File: src/rtl/fsp_pkg.sv
// Constants, types and state records of the flash status host controller
package fsp_pkg;

   // Clock and flash bus timing
   localparam int CLK_PERIOD_NS = 20;
   localparam int T_WE_LOW_NS   = 60;  // Write strobe low time
   localparam int T_WE_HIGH_NS  = 40;  // Write strobe recovery
   localparam int T_RD_ACC_NS   = 70;  // Output enable to data valid
   localparam int SYNC_STAGES   = 2;   // Data pins pass two flip-flops
   localparam logic [3:0] WE_LOW_CYC =
      4'((T_WE_LOW_NS + CLK_PERIOD_NS - 1) / CLK_PERIOD_NS);
   localparam logic [3:0] WE_HIGH_CYC =
      4'((T_WE_HIGH_NS + CLK_PERIOD_NS - 1) / CLK_PERIOD_NS);
   localparam logic [3:0] RD_CYC =
      4'((T_RD_ACC_NS + CLK_PERIOD_NS - 1) / CLK_PERIOD_NS + SYNC_STAGES);
   localparam logic [3:0] BUF_RETRY_MAX = 4'h8;

   // Flash command codes
   localparam logic [15:0] CMD_READ_STATUS = 16'h0070;
   localparam logic [15:0] CMD_BUF_PROGRAM = 16'h00E8;
   localparam logic [15:0] CMD_READ_ID     = 16'h0090;
   localparam logic [21:0] PCR_WORD_OFFSET = 22'h00_0006;

   // Flash status word fields
   localparam int SR_READY     = 7;
   localparam int SR_ERASE_ERR = 5;
   localparam int SR_PROG_ERR  = 4;
   localparam logic [15:0] SR_VALID_MASK  = 16'h00FE;
   localparam logic [15:0] SR_READY_MASK  = 16'h0080;
   localparam int XSR_AVAIL    = 7;
   localparam logic [15:0] XSR_VALID_MASK = 16'h0080;
   localparam int PCR_LSB      = 8;

   // Own register offsets
   localparam logic [7:0] OFS_CTRL   = 8'h00;
   localparam logic [7:0] OFS_ADDR   = 8'h04;
   localparam logic [7:0] OFS_STATE  = 8'h08;
   localparam logic [7:0] OFS_SR     = 8'h0C;
   localparam logic [7:0] OFS_XSR    = 8'h10;
   localparam logic [7:0] OFS_LAYOUT = 8'h14;
   localparam int CTRL_GO_BIT = 8;

   // AXI responses
   localparam logic [1:0] RESP_OKAY   = 2'h0;
   localparam logic [1:0] RESP_SLVERR = 2'h2;

   // Operations that software orders
   typedef enum logic [1:0] {
      OP_STATUS = 2'b00,
      OP_POLL   = 2'b01,
      OP_BUFCHK = 2'b10,
      OP_LAYOUT = 2'b11
   } fsp_op_t;

   typedef enum logic [2:0] {
      ST_IDLE    = 3'b000,
      ST_CMD_LO  = 3'b001,
      ST_CMD_HI  = 3'b010,
      ST_RD_LO   = 3'b011,
      ST_RD_HI   = 3'b100,
      ST_EVAL    = 3'b101
   } fsp_state_t;

   // Flash pins driven by the host
   typedef struct packed {
      logic [21:0] addr;
      logic        ce_n;
      logic        oe_n;
      logic        we_n;
      logic [15:0] dq_out;
      logic        dq_oe;
   } fsp_pins_t;

   // Controller state
   typedef struct packed {
      fsp_state_t  st;
      fsp_op_t     op;
      logic [21:0] base;
      logic [3:0]  cnt;
      logic [3:0]  retry;
      logic [15:0] sync1;
      logic [15:0] sync2;
      logic [15:0] word;
      logic        busy;
      logic        done;
      logic        buf_fail;
      logic        bad_seq;
      logic [15:0] sr;
      logic [15:0] extended_status_word;
      logic [2:0]  layout;
      fsp_pins_t   pins;
   } fsp_ctl_t;

   // Register slave state
   typedef struct packed {
      logic        aw_have;
      logic [7:0]  awaddr;
      logic        w_have;
      logic [31:0] wdata;
      logic [3:0]  wstrb;
      logic        bvalid;
      logic [1:0]  bresp;
      logic        rvalid;
      logic [31:0] rdata;
      logic [1:0]  rresp;
   } fsp_slv_t;

endpackage

File: src/rtl/fsp_axi_slave.sv
// AXI4-Lite slave front end for the controller registers
`timescale 1ns/1ps
module fsp_axi_slave (
   // Clock and reset
   input  wire logic        aclk,
   input  wire logic        aresetn,
   // AXI4-Lite
   input  wire logic [7:0]  s_awaddr,
   input  wire logic        s_awvalid,
   output logic             s_awready,
   input  wire logic [31:0] s_wdata,
   input  wire logic [3:0]  s_wstrb,
   input  wire logic        s_wvalid,
   output logic             s_wready,
   output logic [1:0]       s_bresp,
   output logic             s_bvalid,
   input  wire logic        s_bready,
   input  wire logic [7:0]  s_araddr,
   input  wire logic        s_arvalid,
   output logic             s_arready,
   output logic [31:0]      s_rdata,
   output logic [1:0]       s_rresp,
   output logic             s_rvalid,
   input  wire logic        s_rready,
   // Register side
   output logic             wr_en,
   output logic [7:0]       wr_addr,
   output logic [31:0]      wr_data,
   output logic [3:0]       wr_strb,
   input  wire logic        wr_ok,
   output logic [7:0]       rd_addr,
   input  wire logic [31:0] rd_data,
   input  wire logic        rd_ok
);

   fsp_pkg::fsp_slv_t r;
   fsp_pkg::fsp_slv_t next_r;

   // Handshake outputs
   assign s_awready = !r.aw_have && !r.bvalid;
   assign s_wready  = !r.w_have && !r.bvalid;
   assign s_arready = !r.rvalid;
   assign s_bvalid  = r.bvalid;
   assign s_bresp   = r.bresp;
   assign s_rvalid  = r.rvalid;
   assign s_rdata   = r.rdata;
   assign s_rresp   = r.rresp;
   assign wr_en     = r.aw_have && r.w_have && !r.bvalid;
   assign wr_addr   = r.awaddr;
   assign wr_data   = r.wdata;
   assign wr_strb   = r.wstrb;
   assign rd_addr   = s_araddr;

   // Channel bookkeeping
   always_comb begin
      next_r = r;
      if (s_awvalid && s_awready) begin
         next_r.aw_have = 1'b1;
         next_r.awaddr  = s_awaddr;
      end
      if (s_wvalid && s_wready) begin
         next_r.w_have = 1'b1;
         next_r.wdata  = s_wdata;
         next_r.wstrb  = s_wstrb;
      end
      if (wr_en) begin
         next_r.aw_have = 1'b0;
         next_r.w_have  = 1'b0;
         next_r.bvalid  = 1'b1;
         next_r.bresp   = wr_ok ? fsp_pkg::RESP_OKAY : fsp_pkg::RESP_SLVERR;
      end else if (r.bvalid && s_bready) begin
         next_r.bvalid = 1'b0;
      end
      if (s_arvalid && s_arready) begin
         next_r.rvalid = 1'b1;
         next_r.rdata  = rd_data;
         next_r.rresp  = rd_ok ? fsp_pkg::RESP_OKAY : fsp_pkg::RESP_SLVERR;
      end else if (r.rvalid && s_rready) begin
         next_r.rvalid = 1'b0;
      end
   end

   // State register
   always_ff @(posedge aclk) begin
      if (!aresetn) begin
         r <= '0;
      end else begin
         r <= next_r;
      end
   end

endmodule

File: src/rtl/fsp_host.sv
// Host controller that reads partition status words from the flash
//
// Functional notes
// - Host masks status bits 15-8 and 0
// - Status covers addressed partition, engine maybe shared
// - Bits 6-1 meaningless while not ready
// - Reissue buffer command until buffer available; host reissues at most 8 times, then sets buf_fail
// - Host masks extended bits except bit 7
// - Host masks configuration bits except 10-8
`timescale 1ns/1ps
module fsp_host (
   // Clock and reset
   input  wire logic        aclk,
   input  wire logic        aresetn,
   // AXI4-Lite register port
   input  wire logic [7:0]  s_awaddr,
   input  wire logic        s_awvalid,
   output logic             s_awready,
   input  wire logic [31:0] s_wdata,
   input  wire logic [3:0]  s_wstrb,
   input  wire logic        s_wvalid,
   output logic             s_wready,
   output logic [1:0]       s_bresp,
   output logic             s_bvalid,
   input  wire logic        s_bready,
   input  wire logic [7:0]  s_araddr,
   input  wire logic        s_arvalid,
   output logic             s_arready,
   output logic [31:0]      s_rdata,
   output logic [1:0]       s_rresp,
   output logic             s_rvalid,
   input  wire logic        s_rready,
   // Flash parallel bus
   output fsp_pkg::fsp_pins_t flash_pins,
   input  wire logic [15:0] flash_dq_in
);

   fsp_pkg::fsp_ctl_t r;
   fsp_pkg::fsp_ctl_t next_r;

   logic        wr_en;
   logic [7:0]  wr_addr;
   logic [31:0] wr_data;
   logic [3:0]  wr_strb;
   logic        wr_ok;
   logic [7:0]  rd_addr;
   logic [31:0] rd_data;
   logic        rd_ok;

   // Partition count minus one for a layout code
   function automatic logic [1:0] parts_m1(input logic [2:0] lay);
      case (lay)
         3'b000:  parts_m1 = 2'd0;
         3'b001, 3'b010, 3'b100: parts_m1 = 2'd1;
         3'b011, 3'b101, 3'b110: parts_m1 = 2'd2;
         3'b111:  parts_m1 = 2'd3;
         default: parts_m1 = 2'd0;
      endcase
   endfunction

   // Byte lane merge of a write into an old word
   function automatic logic [31:0] merge(input logic [31:0] old,
                                         input logic [31:0] val,
                                         input logic [3:0]  strb);
      logic [31:0] res;
      res = old;
      for (int i = 0; i < 4; i++) begin
         if (strb[i]) begin
            res[i*8 +: 8] = val[i*8 +: 8];
         end
      end
      merge = res;
   endfunction

   fsp_axi_slave u_slave (
      .aclk      (aclk),
      .aresetn   (aresetn),
      .s_awaddr  (s_awaddr),
      .s_awvalid (s_awvalid),
      .s_awready (s_awready),
      .s_wdata   (s_wdata),
      .s_wstrb   (s_wstrb),
      .s_wvalid  (s_wvalid),
      .s_wready  (s_wready),
      .s_bresp   (s_bresp),
      .s_bvalid  (s_bvalid),
      .s_bready  (s_bready),
      .s_araddr  (s_araddr),
      .s_arvalid (s_arvalid),
      .s_arready (s_arready),
      .s_rdata   (s_rdata),
      .s_rresp   (s_rresp),
      .s_rvalid  (s_rvalid),
      .s_rready  (s_rready),
      .wr_en     (wr_en),
      .wr_addr   (wr_addr),
      .wr_data   (wr_data),
      .wr_strb   (wr_strb),
      .wr_ok     (wr_ok),
      .rd_addr   (rd_addr),
      .rd_data   (rd_data),
      .rd_ok     (rd_ok)
   );

   assign flash_pins = r.pins;
   assign wr_ok = (wr_addr == fsp_pkg::OFS_CTRL) ||
                  (wr_addr == fsp_pkg::OFS_ADDR);

   // Register read decode
   always_comb begin
      rd_data = 32'h0000_0000;
      rd_ok   = 1'b1;
      case (rd_addr)
         fsp_pkg::OFS_CTRL:  rd_data = {30'h0000_0000, r.op};
         fsp_pkg::OFS_ADDR:  rd_data = {10'h000, r.base};
         fsp_pkg::OFS_STATE: rd_data = {28'h000_0000, r.bad_seq,
                                        r.buf_fail, r.done, r.busy};
         fsp_pkg::OFS_SR:    rd_data = {16'h0000, r.sr};
         fsp_pkg::OFS_XSR:   rd_data = {16'h0000, r.extended_status_word};
         fsp_pkg::OFS_LAYOUT: begin
            rd_data[2:0] = r.layout;
            rd_data[5:4] = parts_m1(r.layout);
            rd_data[8]   = parts_m1(r.layout) != 2'd0;
            rd_data[9]   = parts_m1(r.layout) != 2'd0;
         end
         default: rd_ok = 1'b0;
      endcase
   end

   // Sequencer for flash command and read cycles
   always_comb begin
      logic [31:0] ctrl;
      logic [15:0] w;
      ctrl   = 32'h0000_0000;
      w      = 16'h0000;
      next_r = r;
      next_r.sync1 = flash_dq_in;
      next_r.sync2 = r.sync1;
      if (r.cnt != 4'h0) begin
         next_r.cnt = r.cnt - 4'h1;
      end
      // Software writes
      if (wr_en && wr_addr == fsp_pkg::OFS_ADDR) begin
         next_r.base = 22'(merge({10'h000, r.base}, wr_data, wr_strb));
      end
      if (wr_en && wr_addr == fsp_pkg::OFS_CTRL) begin
         ctrl = merge({30'h0000_0000, r.op}, wr_data, wr_strb);
         if (!r.busy) begin
            next_r.op = fsp_pkg::fsp_op_t'(ctrl[1:0]);
         end
         if (!r.busy && wr_strb[1] && ctrl[fsp_pkg::CTRL_GO_BIT]) begin
            next_r.busy     = 1'b1;
            next_r.done     = 1'b0;
            next_r.buf_fail = 1'b0;
            next_r.bad_seq  = 1'b0;
            next_r.retry    = fsp_pkg::BUF_RETRY_MAX;
            next_r.st       = fsp_pkg::ST_CMD_LO;
            next_r.cnt      = fsp_pkg::WE_LOW_CYC;
         end
      end
      case (r.st)
         fsp_pkg::ST_IDLE: begin
            next_r.pins.ce_n  = 1'b1;
            next_r.pins.oe_n  = 1'b1;
            next_r.pins.we_n  = 1'b1;
            next_r.pins.dq_oe = 1'b0;
         end
         fsp_pkg::ST_CMD_LO: begin
            next_r.pins.addr  = r.base;
            next_r.pins.ce_n  = 1'b0;
            next_r.pins.we_n  = 1'b0;
            next_r.pins.dq_oe = 1'b1;
            case (r.op)
               fsp_pkg::OP_BUFCHK:
                  next_r.pins.dq_out = fsp_pkg::CMD_BUF_PROGRAM;
               fsp_pkg::OP_LAYOUT:
                  next_r.pins.dq_out = fsp_pkg::CMD_READ_ID;
               default:
                  next_r.pins.dq_out = fsp_pkg::CMD_READ_STATUS;
            endcase
            if (r.cnt == 4'h0 && !r.pins.we_n) begin
               next_r.pins.we_n = 1'b1;
               next_r.st        = fsp_pkg::ST_CMD_HI;
               next_r.cnt       = fsp_pkg::WE_HIGH_CYC;
            end
         end
         fsp_pkg::ST_CMD_HI: begin
            next_r.pins.ce_n  = 1'b1;
            if (r.cnt == 4'h0) begin
               next_r.pins.dq_oe = 1'b0;
               next_r.st         = fsp_pkg::ST_RD_LO;
               next_r.cnt        = fsp_pkg::RD_CYC;
            end
         end
         fsp_pkg::ST_RD_LO: begin
            if (r.op == fsp_pkg::OP_LAYOUT) begin
               next_r.pins.addr = r.base + fsp_pkg::PCR_WORD_OFFSET;
            end
            next_r.pins.ce_n = 1'b0;
            next_r.pins.oe_n = 1'b0;
            if (r.cnt == 4'h0 && !r.pins.oe_n) begin
               next_r.word      = r.sync2;
               next_r.pins.ce_n = 1'b1;
               next_r.pins.oe_n = 1'b1;
               next_r.st        = fsp_pkg::ST_RD_HI;
               next_r.cnt       = fsp_pkg::WE_HIGH_CYC;
            end
         end
         fsp_pkg::ST_RD_HI: begin
            if (r.cnt == 4'h0) begin
               next_r.st = fsp_pkg::ST_EVAL;
            end
         end
         fsp_pkg::ST_EVAL: begin
            next_r.st   = fsp_pkg::ST_IDLE;
            next_r.busy = 1'b0;
            next_r.done = 1'b1;
            case (r.op)
               fsp_pkg::OP_STATUS, fsp_pkg::OP_POLL: begin
                  w = r.word & fsp_pkg::SR_VALID_MASK;
                  if (!w[fsp_pkg::SR_READY]) begin
                     w = w & fsp_pkg::SR_READY_MASK;
                  end
                  next_r.sr = w;
                  next_r.bad_seq = w[fsp_pkg::SR_ERASE_ERR] &&
                                   w[fsp_pkg::SR_PROG_ERR];
                  if (r.op == fsp_pkg::OP_POLL &&
                      !w[fsp_pkg::SR_READY]) begin
                     // Read again without reissuing the command
                     next_r.st   = fsp_pkg::ST_RD_LO;
                     next_r.cnt  = fsp_pkg::RD_CYC;
                     next_r.busy = 1'b1;
                     next_r.done = 1'b0;
                  end
               end
               fsp_pkg::OP_BUFCHK: begin
                  next_r.extended_status_word = r.word & fsp_pkg::XSR_VALID_MASK;
                  if (!r.word[fsp_pkg::XSR_AVAIL]) begin
                     if (r.retry != 4'h0) begin
                        next_r.retry = r.retry - 4'h1;
                        next_r.st    = fsp_pkg::ST_CMD_LO;
                        next_r.cnt   = fsp_pkg::WE_LOW_CYC;
                        next_r.busy  = 1'b1;
                        next_r.done  = 1'b0;
                     end else begin
                        next_r.buf_fail = 1'b1;
                     end
                  end
               end
               default: begin
                  next_r.layout = r.word[fsp_pkg::PCR_LSB +: 3];
               end
            endcase
         end
         default: next_r.st = fsp_pkg::ST_IDLE;
      endcase
   end

   // State register
   always_ff @(posedge aclk) begin
      if (!aresetn) begin
         r           <= '0;
         r.pins.ce_n <= 1'b1;
         r.pins.oe_n <= 1'b1;
         r.pins.we_n <= 1'b1;
         r.layout    <= 3'b001;
      end else begin
         r <= next_r;
      end
   end

endmodule

File: config.mk
export PLATFORM = sky130hd
export DESIGN_NAME = fsp_host
export DESIGN_NICKNAME = d
export VERILOG_FILES = /design/src/rtl/fsp_pkg.sv /design/src/rtl/fsp_axi_slave.sv /design/src/rtl/fsp_host.sv
export SDC_FILE = /design/constraint.sdc
export NUM_CORES = 1
export LEC_CHECK = 0
export BUFFER_PORTS_ARGS = -buffer_cell sky130_fd_sc_hd__buf_2
export CAP_MARGIN = 15
export CORE_UTILIZATION = 30
export CTS_CLUSTER_SIZE = 40
export DETAILED_ROUTE_END_ITERATION = 10
export PLACE_DENSITY = 0.54
export SLEW_MARGIN = 40
export SYNTH_ARGS = -nofsm -noshare
export SYNTH_HDL_FRONTEND = slang
export SYNTH_SLANG_ARGS = --single-unit
File: constraint.sdc
create_clock -name aclk -period 1.74 [get_ports aclk]
set_input_delay 0.087 -clock aclk [delete_from_list [all_inputs] [get_ports aclk]]
set_output_delay 0.087 -clock aclk [all_outputs]
set_load 0.005 [all_outputs]
==> reports/metrics.cfg, run 1 <==
[clock_tree]
insertion_delay_ns=0.44
cts.clk_slew.worst_paths_ns=0.07
htree_levels=4
cts.sinks=173
cts_tree=done
cts_buffer_depth=2
numCtsBuffers=17
cts_root_buffer=clkbuf_16

[routing]
vias=6512
routed_via_density=4.59
drt-initial-drc-count=407
drc_errors=0
ant_nets=0
routedWlPerCell_um=13.9
dr.pass1.iters=5
wirelength_um=19700

[floorplan]
initial_core_util_pct=30.7
rows=58
die_width_um=163
coreArea_um2=25300
die_h_um=163
design.die.area_um2=26500
pin_count=158

[synth]
synth_cell_types=62
yosysWarnings=0
synth_top_flop_cell=dfxtp_1
synth-seq-cells=173
synth_edf_count=0
yosys.area.top_type=dfxtp_1
synth_most_common_cell=dfxtp_1
synth.top_cell.area_share_pct=44.6
ys_seq_area_share_pct=44.6
postSynthCellCount=930
syn_area_um2=7760
syn_area_per_cell_um2=8.35
async_reset_ff_share_pct=0
synth_area_leaders=dfxtp_1, nand2_1, buf_4
synth_commonest_cells=dfxtp_1, nand2_1, a21oi_1, buf_4, clkbuf_1

[placed_design]
placement.io_buffers=117
place_hpwl_um=14200
placed_cell_area_um2=8700
place.gp.congestion=0.858

[sta]
finalCriticalPeriod_ns=1.75
finalCritPeriodShare_pct=101
setup_slack_ns=-0.0121
relSlewSlack_pct=63.9
rsz0062_at_grt=true
hold_viol=0
setup_violations=3
fin_skew_ns=0.0131
drv_slew=0
max_freq_mhz=571
tightestPinTransition_ns=0.541

[worst_setup_path]
ff2ff_path_depth=5
crit_fanout=4
slowest_stage=or4_4
rr_startpoint=r[139]
worstSetupStartpoint=r[139]
endpoint=flash_pins[41]
path_cells=inv_2 > ha_4 > or4_4 > or4_1 > a31oi_1
critPathMaxStageDelay_ns=0.54
worstSetupStartpointType=flip-flop
endpoint_kind=flip-flop
worstPathRequired_ns=2.10
worstSetupPathType=reg2reg
rrSetupSlack_ns=-0.01
worstReg2RegEnd=flash_pins[41]
cp.arrival_ns=2.11

[run_status]
outcome=complete, but fails checks
failed_checks=setup timing

[grt]
grt_overflow=0
antenna_found_initial=0
grt_start_max_net_pins=47
grt_pass1_wl_um=30900
globalRouteTotalUtil_pct=14.9
grt_pass1_vias=5946

[run]
cap_violations=0

[power]
power_per_cell_area_nw_per_um2=910
peakVddDrop_mv=0.480
p_leak_nw=4.09

[layout]
design_area_um2=9800
drive_above_1_share_pct=23.6
fin_util_pct=38.8
syn2layout_area_growth_pct=26.2
finalNetCount=1157
num_antenna_cells=0

[hold_path]
hold_class=in2reg

-- flip-flops by register name, indices dropped and copies added (netlist names), named ones only --
name and flops:
r 70, flash_pins 30, u_slave.s_rdata 22, u_slave.wr_data 22
next_r 10, u_slave.wr_addr 8, u_slave.wr_strb 3, u_slave.r 2
u_slave.s_bresp 1, u_slave.s_bvalid 1, u_slave.s_rresp 1, u_slave.s_rvalid 1
-- worst max-delay path: cells and delay by family, from the launching register on --
kind,cells,cell delay [ns]
AND/OR/NAND/NOR,2,1.02
flip-flops,1,0.33
adder cells (fa/ha/maj),1,0.15
AO/OA/AOI/OAI,1,0.14
buffers and inverters,1,0.04
-- cell usage in the layout (no fill, tap or decap), drive strengths merged, types with 3 or more instances in the layout --
| master | synthesis | layout |
|---|---|---|
| a211oi | 4 | 4 |
| a21oi | 79 | 79 |
| a31oi | 16 | 16 |
| a32oi | 16 | 16 |
| and2 | 26 | 26 |
| and3 | 4 | 4 |
| and3b | 3 | 3 |
| buf | 83 | 198 |
| clkbuf | 56 | 19 |
| clkinv | 0 | 4 |
| conb | 1 | 23 |
| dfxtp | 173 | 173 |
| dlygate4sd3 | 0 | 47 |
| ha | 5 | 5 |
| inv | 15 | 19 |
| mux2i | 39 | 39 |
| nand2 | 169 | 169 |
| nand2b | 11 | 11 |
| nand3 | 39 | 39 |
| nand3b | 3 | 3 |
| nand4 | 8 | 8 |
| nor2 | 45 | 45 |
| nor2b | 4 | 4 |
| nor3 | 13 | 13 |
| nor3b | 5 | 5 |
| nor4b | 4 | 4 |
| o21ai | 42 | 42 |
| o22ai | 3 | 3 |
| o31ai | 7 | 7 |
| or2 | 4 | 4 |
| or3 | 9 | 9 |
| or4 | 6 | 6 |
| xnor2 | 8 | 8 |
| xor2 | 3 | 3 |
-- cells by family after synthesis --
kind of cell	Yosys count	share of synthesized area, %
AND/OR/NAND/NOR	365	22.8
AO/OA/AOI/OAI	179	13.5
other	1	0.0483
XOR/XNOR	11	1.24
buffers and inverters	154	11.4
multiplexers	42	5.61
adder cells (fa/ha/maj)	5	0.806
flip-flops	173	44.6
-- per-layer routing --
metal / wire length (µm) / global-route usage, % / up-vias
met5: 0 / 0 / -
met4: 143 / 3.99 / 0
met3: 993 / 3.41 / 10
met2: 8660 / 22.1 / 167
met1: 9870 / 21.3 / 2950
li1: - / - / 3385
-- metrics by stage --
| step | total power (W) | hold WS (ns) | setup WS, ns | cells | TNS [ns] |
|---|---|---|---|---|---|
| detailed placement | 0.00508 | 0.296 | -0.0419 | 1340 | -0.0660 |
| global route | 0.00931 | 0.0488 | -0.0784 | 1419 | -0.343 |
| CTS | 0.00901 | 0.0320 | -0.0157 | 1419 | -0.0256 |
| floorplan | 0.00482 | 0.214 | -0.0210 | 952 | -0.0385 |
| global placement | 0.00508 | 0.295 | -0.0135 | 1340 | -0.0135 |
| finish | 0.00892 | 0.0597 | -0.0121 | 1419 | -0.0168 |
-- how the worst min path moves through the flow --
stage | cells past startpoint | from | slack [ns] | end
4_1_cts | 3 | s_araddr[2] | 0.03 | u_slave.s_rdata[7]
2_1_floorplan | 1 | flash_dq_in[3] | 0.21 | next_r[100]
6_report | 3 | s_araddr[2] | 0.06 | u_slave.s_rdata[7]
5_1_grt | 3 | s_araddr[2] | 0.05 | u_slave.s_rdata[7]
3_5_place_dp | 2 | flash_dq_in[5] | 0.30 | next_r[102]
3_3_place_gp | 2 | flash_dq_in[5] | 0.29 | next_r[102]
-- cell type report --
cell class	count	area, µm²
inverter	15	56.3
clock inverter	12	136
multi-input combinational	625	3550
timing repair buffer	245	1720
sequential	173	3470
fill	2607	15500
tap	330	413
clock buffer	19	453
-- power by group --
| part | internal [W] | switching [W] | leakage (nW) | total (W) |
|---|---|---|---|---|
| Clock | 0.00220 | 0.00163 | 0.288 | 0.00383 |
| Sequential | 0.00408 | 0.0000950 | 1.41 | 0.00418 |
| Combinational | 0.000455 | 0.000455 | 2.39 | 0.000910 |
| Total | 0.00674 | 0.00218 | 4.09 | 0.00892 |
-- what timing repair did --
item                       4_1_cts  5_1_grt
hold buffers                    47        0
hold endpoints to repair        47        0
resized for setup                1       10
setup endpoints to repair        4       19
pin swaps                        3        3
buffers inserted                 1        0
(Power assumes the default switching activity.)
==> run 2: changes to the inputs <==
Settings changed: CORE_UTILIZATION 30 to 50, HOLD_SLACK_MARGIN set to 0.15, PLACE_DENSITY 0.54 to 0.8.
==> run 2 against run 1 <==
The flow still finishes with violations (setup timing). Cell area is 0.11% higher. Final cell count is 9.5% lower. First-iteration DRC count is 36% higher. Global-route usage is 9.5 points higher. Via count is 7.6% higher. Sequential share of layout area hardly changed. Non-clock buffer count is 7 higher. Largest cell class unchanged.
==> reports/metrics.cfg, run 2 (synthesis gave the netlist of run 1 again) <==
[grt]
met3_usage_pct=4.77  ; +1.4 points
antenna_found_initial=0  ; unchanged
globalRouteTotalUtil_pct=24.3  ; +9.5 points
grtUsageMet1_pct=31.5  ; +10 points
grt_pass1_wl_um=31000  ; +0.58%
grt_overflow=0  ; unchanged
grt_pass1_vias=6405  ; +7.7%
top_usage_layer=met2
met2_usage_pct=40.8  ; +19 points
grt_start_max_net_pins=54  ; +15%

[hold_path]
hold_class=in2reg

[floorplan]
coreArea_um2=15200  ; -40%
initial_core_util_pct=51.1  ; +20 points
rows=45  ; -22%
die_h_um=127  ; -22%
pin_count=158  ; unchanged
die_width_um=127  ; -22%
design.die.area_um2=16000  ; -40%

[placed_design]
place.gp.congestion=0.865  ; +0.87%
place_hpwl_um=12400  ; -13%
place_ws_ns=-0.0348  ; +0.00716 ns
placement.io_buffers=117  ; unchanged

[routing]
ant_nets=0  ; unchanged
dr.pass1.iters=7  ; +2
routed_via_density=5.46  ; +19%
drc_errors=0  ; unchanged
wirelength_um=19600  ; -0.13%
drt-initial-drc-count=553  ; +36%
vias=7007  ; +7.6%
routedWlPerCell_um=15.3  ; +10%

[sta]
setup_slack_ns=-0.0139  ; -0.00182 ns
rsz0062_at_grt=true
relSlewSlack_pct=66.5  ; +2.6 points
hold_viol=0  ; unchanged
whs_ns=0.168  ; +0.109 ns
max_freq_mhz=570  ; -0.10%
tightestPinTransition_ns=0.502  ; -0.0390 ns
setup_violations=1  ; -2
drv_slew=0  ; unchanged
fin_skew_ns=0.00854  ; -0.00461 ns
finalCritPeriodShare_pct=101  ; +0.10 points
finalCriticalPeriod_ns=1.75  ; +0.00182 ns

[power]
p_leak_nw=4.15  ; +1.4%
power_per_cell_area_nw_per_um2=925  ; +1.7%
peakVddDrop_mv=0.738  ; +54%
power_w=0.00908  ; +1.8%

[layout]
num_antenna_cells=0  ; unchanged
finalNetCount=1164  ; +0.61%
layout_common_cells=nand2_1, dfxtp_1, buf_2
largest_register_ffs=70  ; unchanged
num-fill-cells=1179  ; -55%
syn2layout_area_growth_pct=26.4
fin_util_pct=64.5  ; +26 points
mostFrequentLayoutCell=nand2_1
drive_above_1_share_pct=23.5  ; -0.059 points
largest_register=r

[worst_setup_path]
endpoint_kind=flip-flop
worstSetupPathType=reg2reg
crit_fanout=5  ; +1
worstSetupStartpointType=flip-flop
slowest_stage=or4_4
cp.arrival_ns=2.11  ; about the same
critPathMaxStageDelay_ns=0.55  ; about the same
worstPathRequired_ns=2.10  ; about the same
path_cells=inv_2 > ha_4 > or4_4 > or4_1 > a31oi_1

[clock_tree]
cts.clk_slew.worst_paths_ns=0.06  ; about the same
numCtsBuffers=17  ; unchanged
insertion_delay_ns=0.43  ; about the same
cts.sinks=173  ; unchanged
cts_buffer_depth=2  ; unchanged
cts_root_buffer=clkbuf_16
cts_tree=done
htree_levels=4  ; unchanged

[run]
cap_violations=0  ; unchanged

[run_status]
outcome=complete, but fails checks
failed_checks=setup timing

[run 2: cell types whose count changed in the layout (fill, tap and decap cells not counted), sizes merged]
cell and delta:
dlygate4sd3 +16, buf -10, clkbuf +4, clkinv -3, inv -3, clkinvlp +2
bufinv +1
[run 2: final cells by class]
cell class              count  area, µm²  share of cell area, %
multi-input cells         625       3580                   36.5
flip-flops and latches    173       3470                   35.4
repair buffers            252       1850                   18.8
clock buffers              22        484                   4.93
well taps                 188        235                   2.40
clock inverters             9        134                   1.36
inverters                  15       56.3                  0.574
[run 2: final timing paths]
kind / startpoint / to / slack [ns] / depth (start not counted)
hold / removal: aresetn / flash_pins[18] / 0.17 / 3
setup / recovery: r[139] / flash_pins[41] / -0.01 / 5
hold reg to reg: next_r[102] / r[102] / 0.43 / 1
setup reg to reg: r[139] / flash_pins[41] / -0.01 / 5
[run 2: power by group]
part           leakage (nW)  internal, W  total (W)  switching (W)
Sequential             1.41      0.00409    0.00418      0.0000976
Combinational          2.45     0.000485   0.000959       0.000475
Clock                 0.291      0.00240    0.00394        0.00153
Total                  4.15      0.00698    0.00908        0.00210
[run 2: repair_timing]
action,4_1_cts,5_1_grt
endpoints found under the hold margin,53,1
gates cloned,0,1
resized for setup,4,21
pin swaps,4,7
hold buffers,62,1
endpoints found under the setup margin,6,44
setup buffers,1,3
[run 2: routing by layer]
layer	wire, µm	part of all wire [%]
met2	9420	48
met1	8830	45
met4	354	1.8
met3	1030	5.2
met5	0	0
[run 2: critical path, delay by kind of cell, from the launching register on]
| kind | cells | cell delay (ns) |
|---|---|---|
| flip-flops | 1 | 0.34 |
| AO/OA/AOI/OAI | 1 | 0.13 |
| buffers and inverters | 1 | 0.04 |
| AND/OR/NAND/NOR | 2 | 1.03 |
| adder cells (fa/ha/maj) | 1 | 0.15 |
[run 2: stage by stage]
step                instances  instance area, µm²  setup TNS, ns
floorplan                 952                7880        -0.0385
global placement         1185                8420        -0.0101
detailed placement       1185                8420         -0.120
CTS                      1279                9680        -0.0193
global route             1284                9810         -0.210
finish                   1284                9810        -0.0139
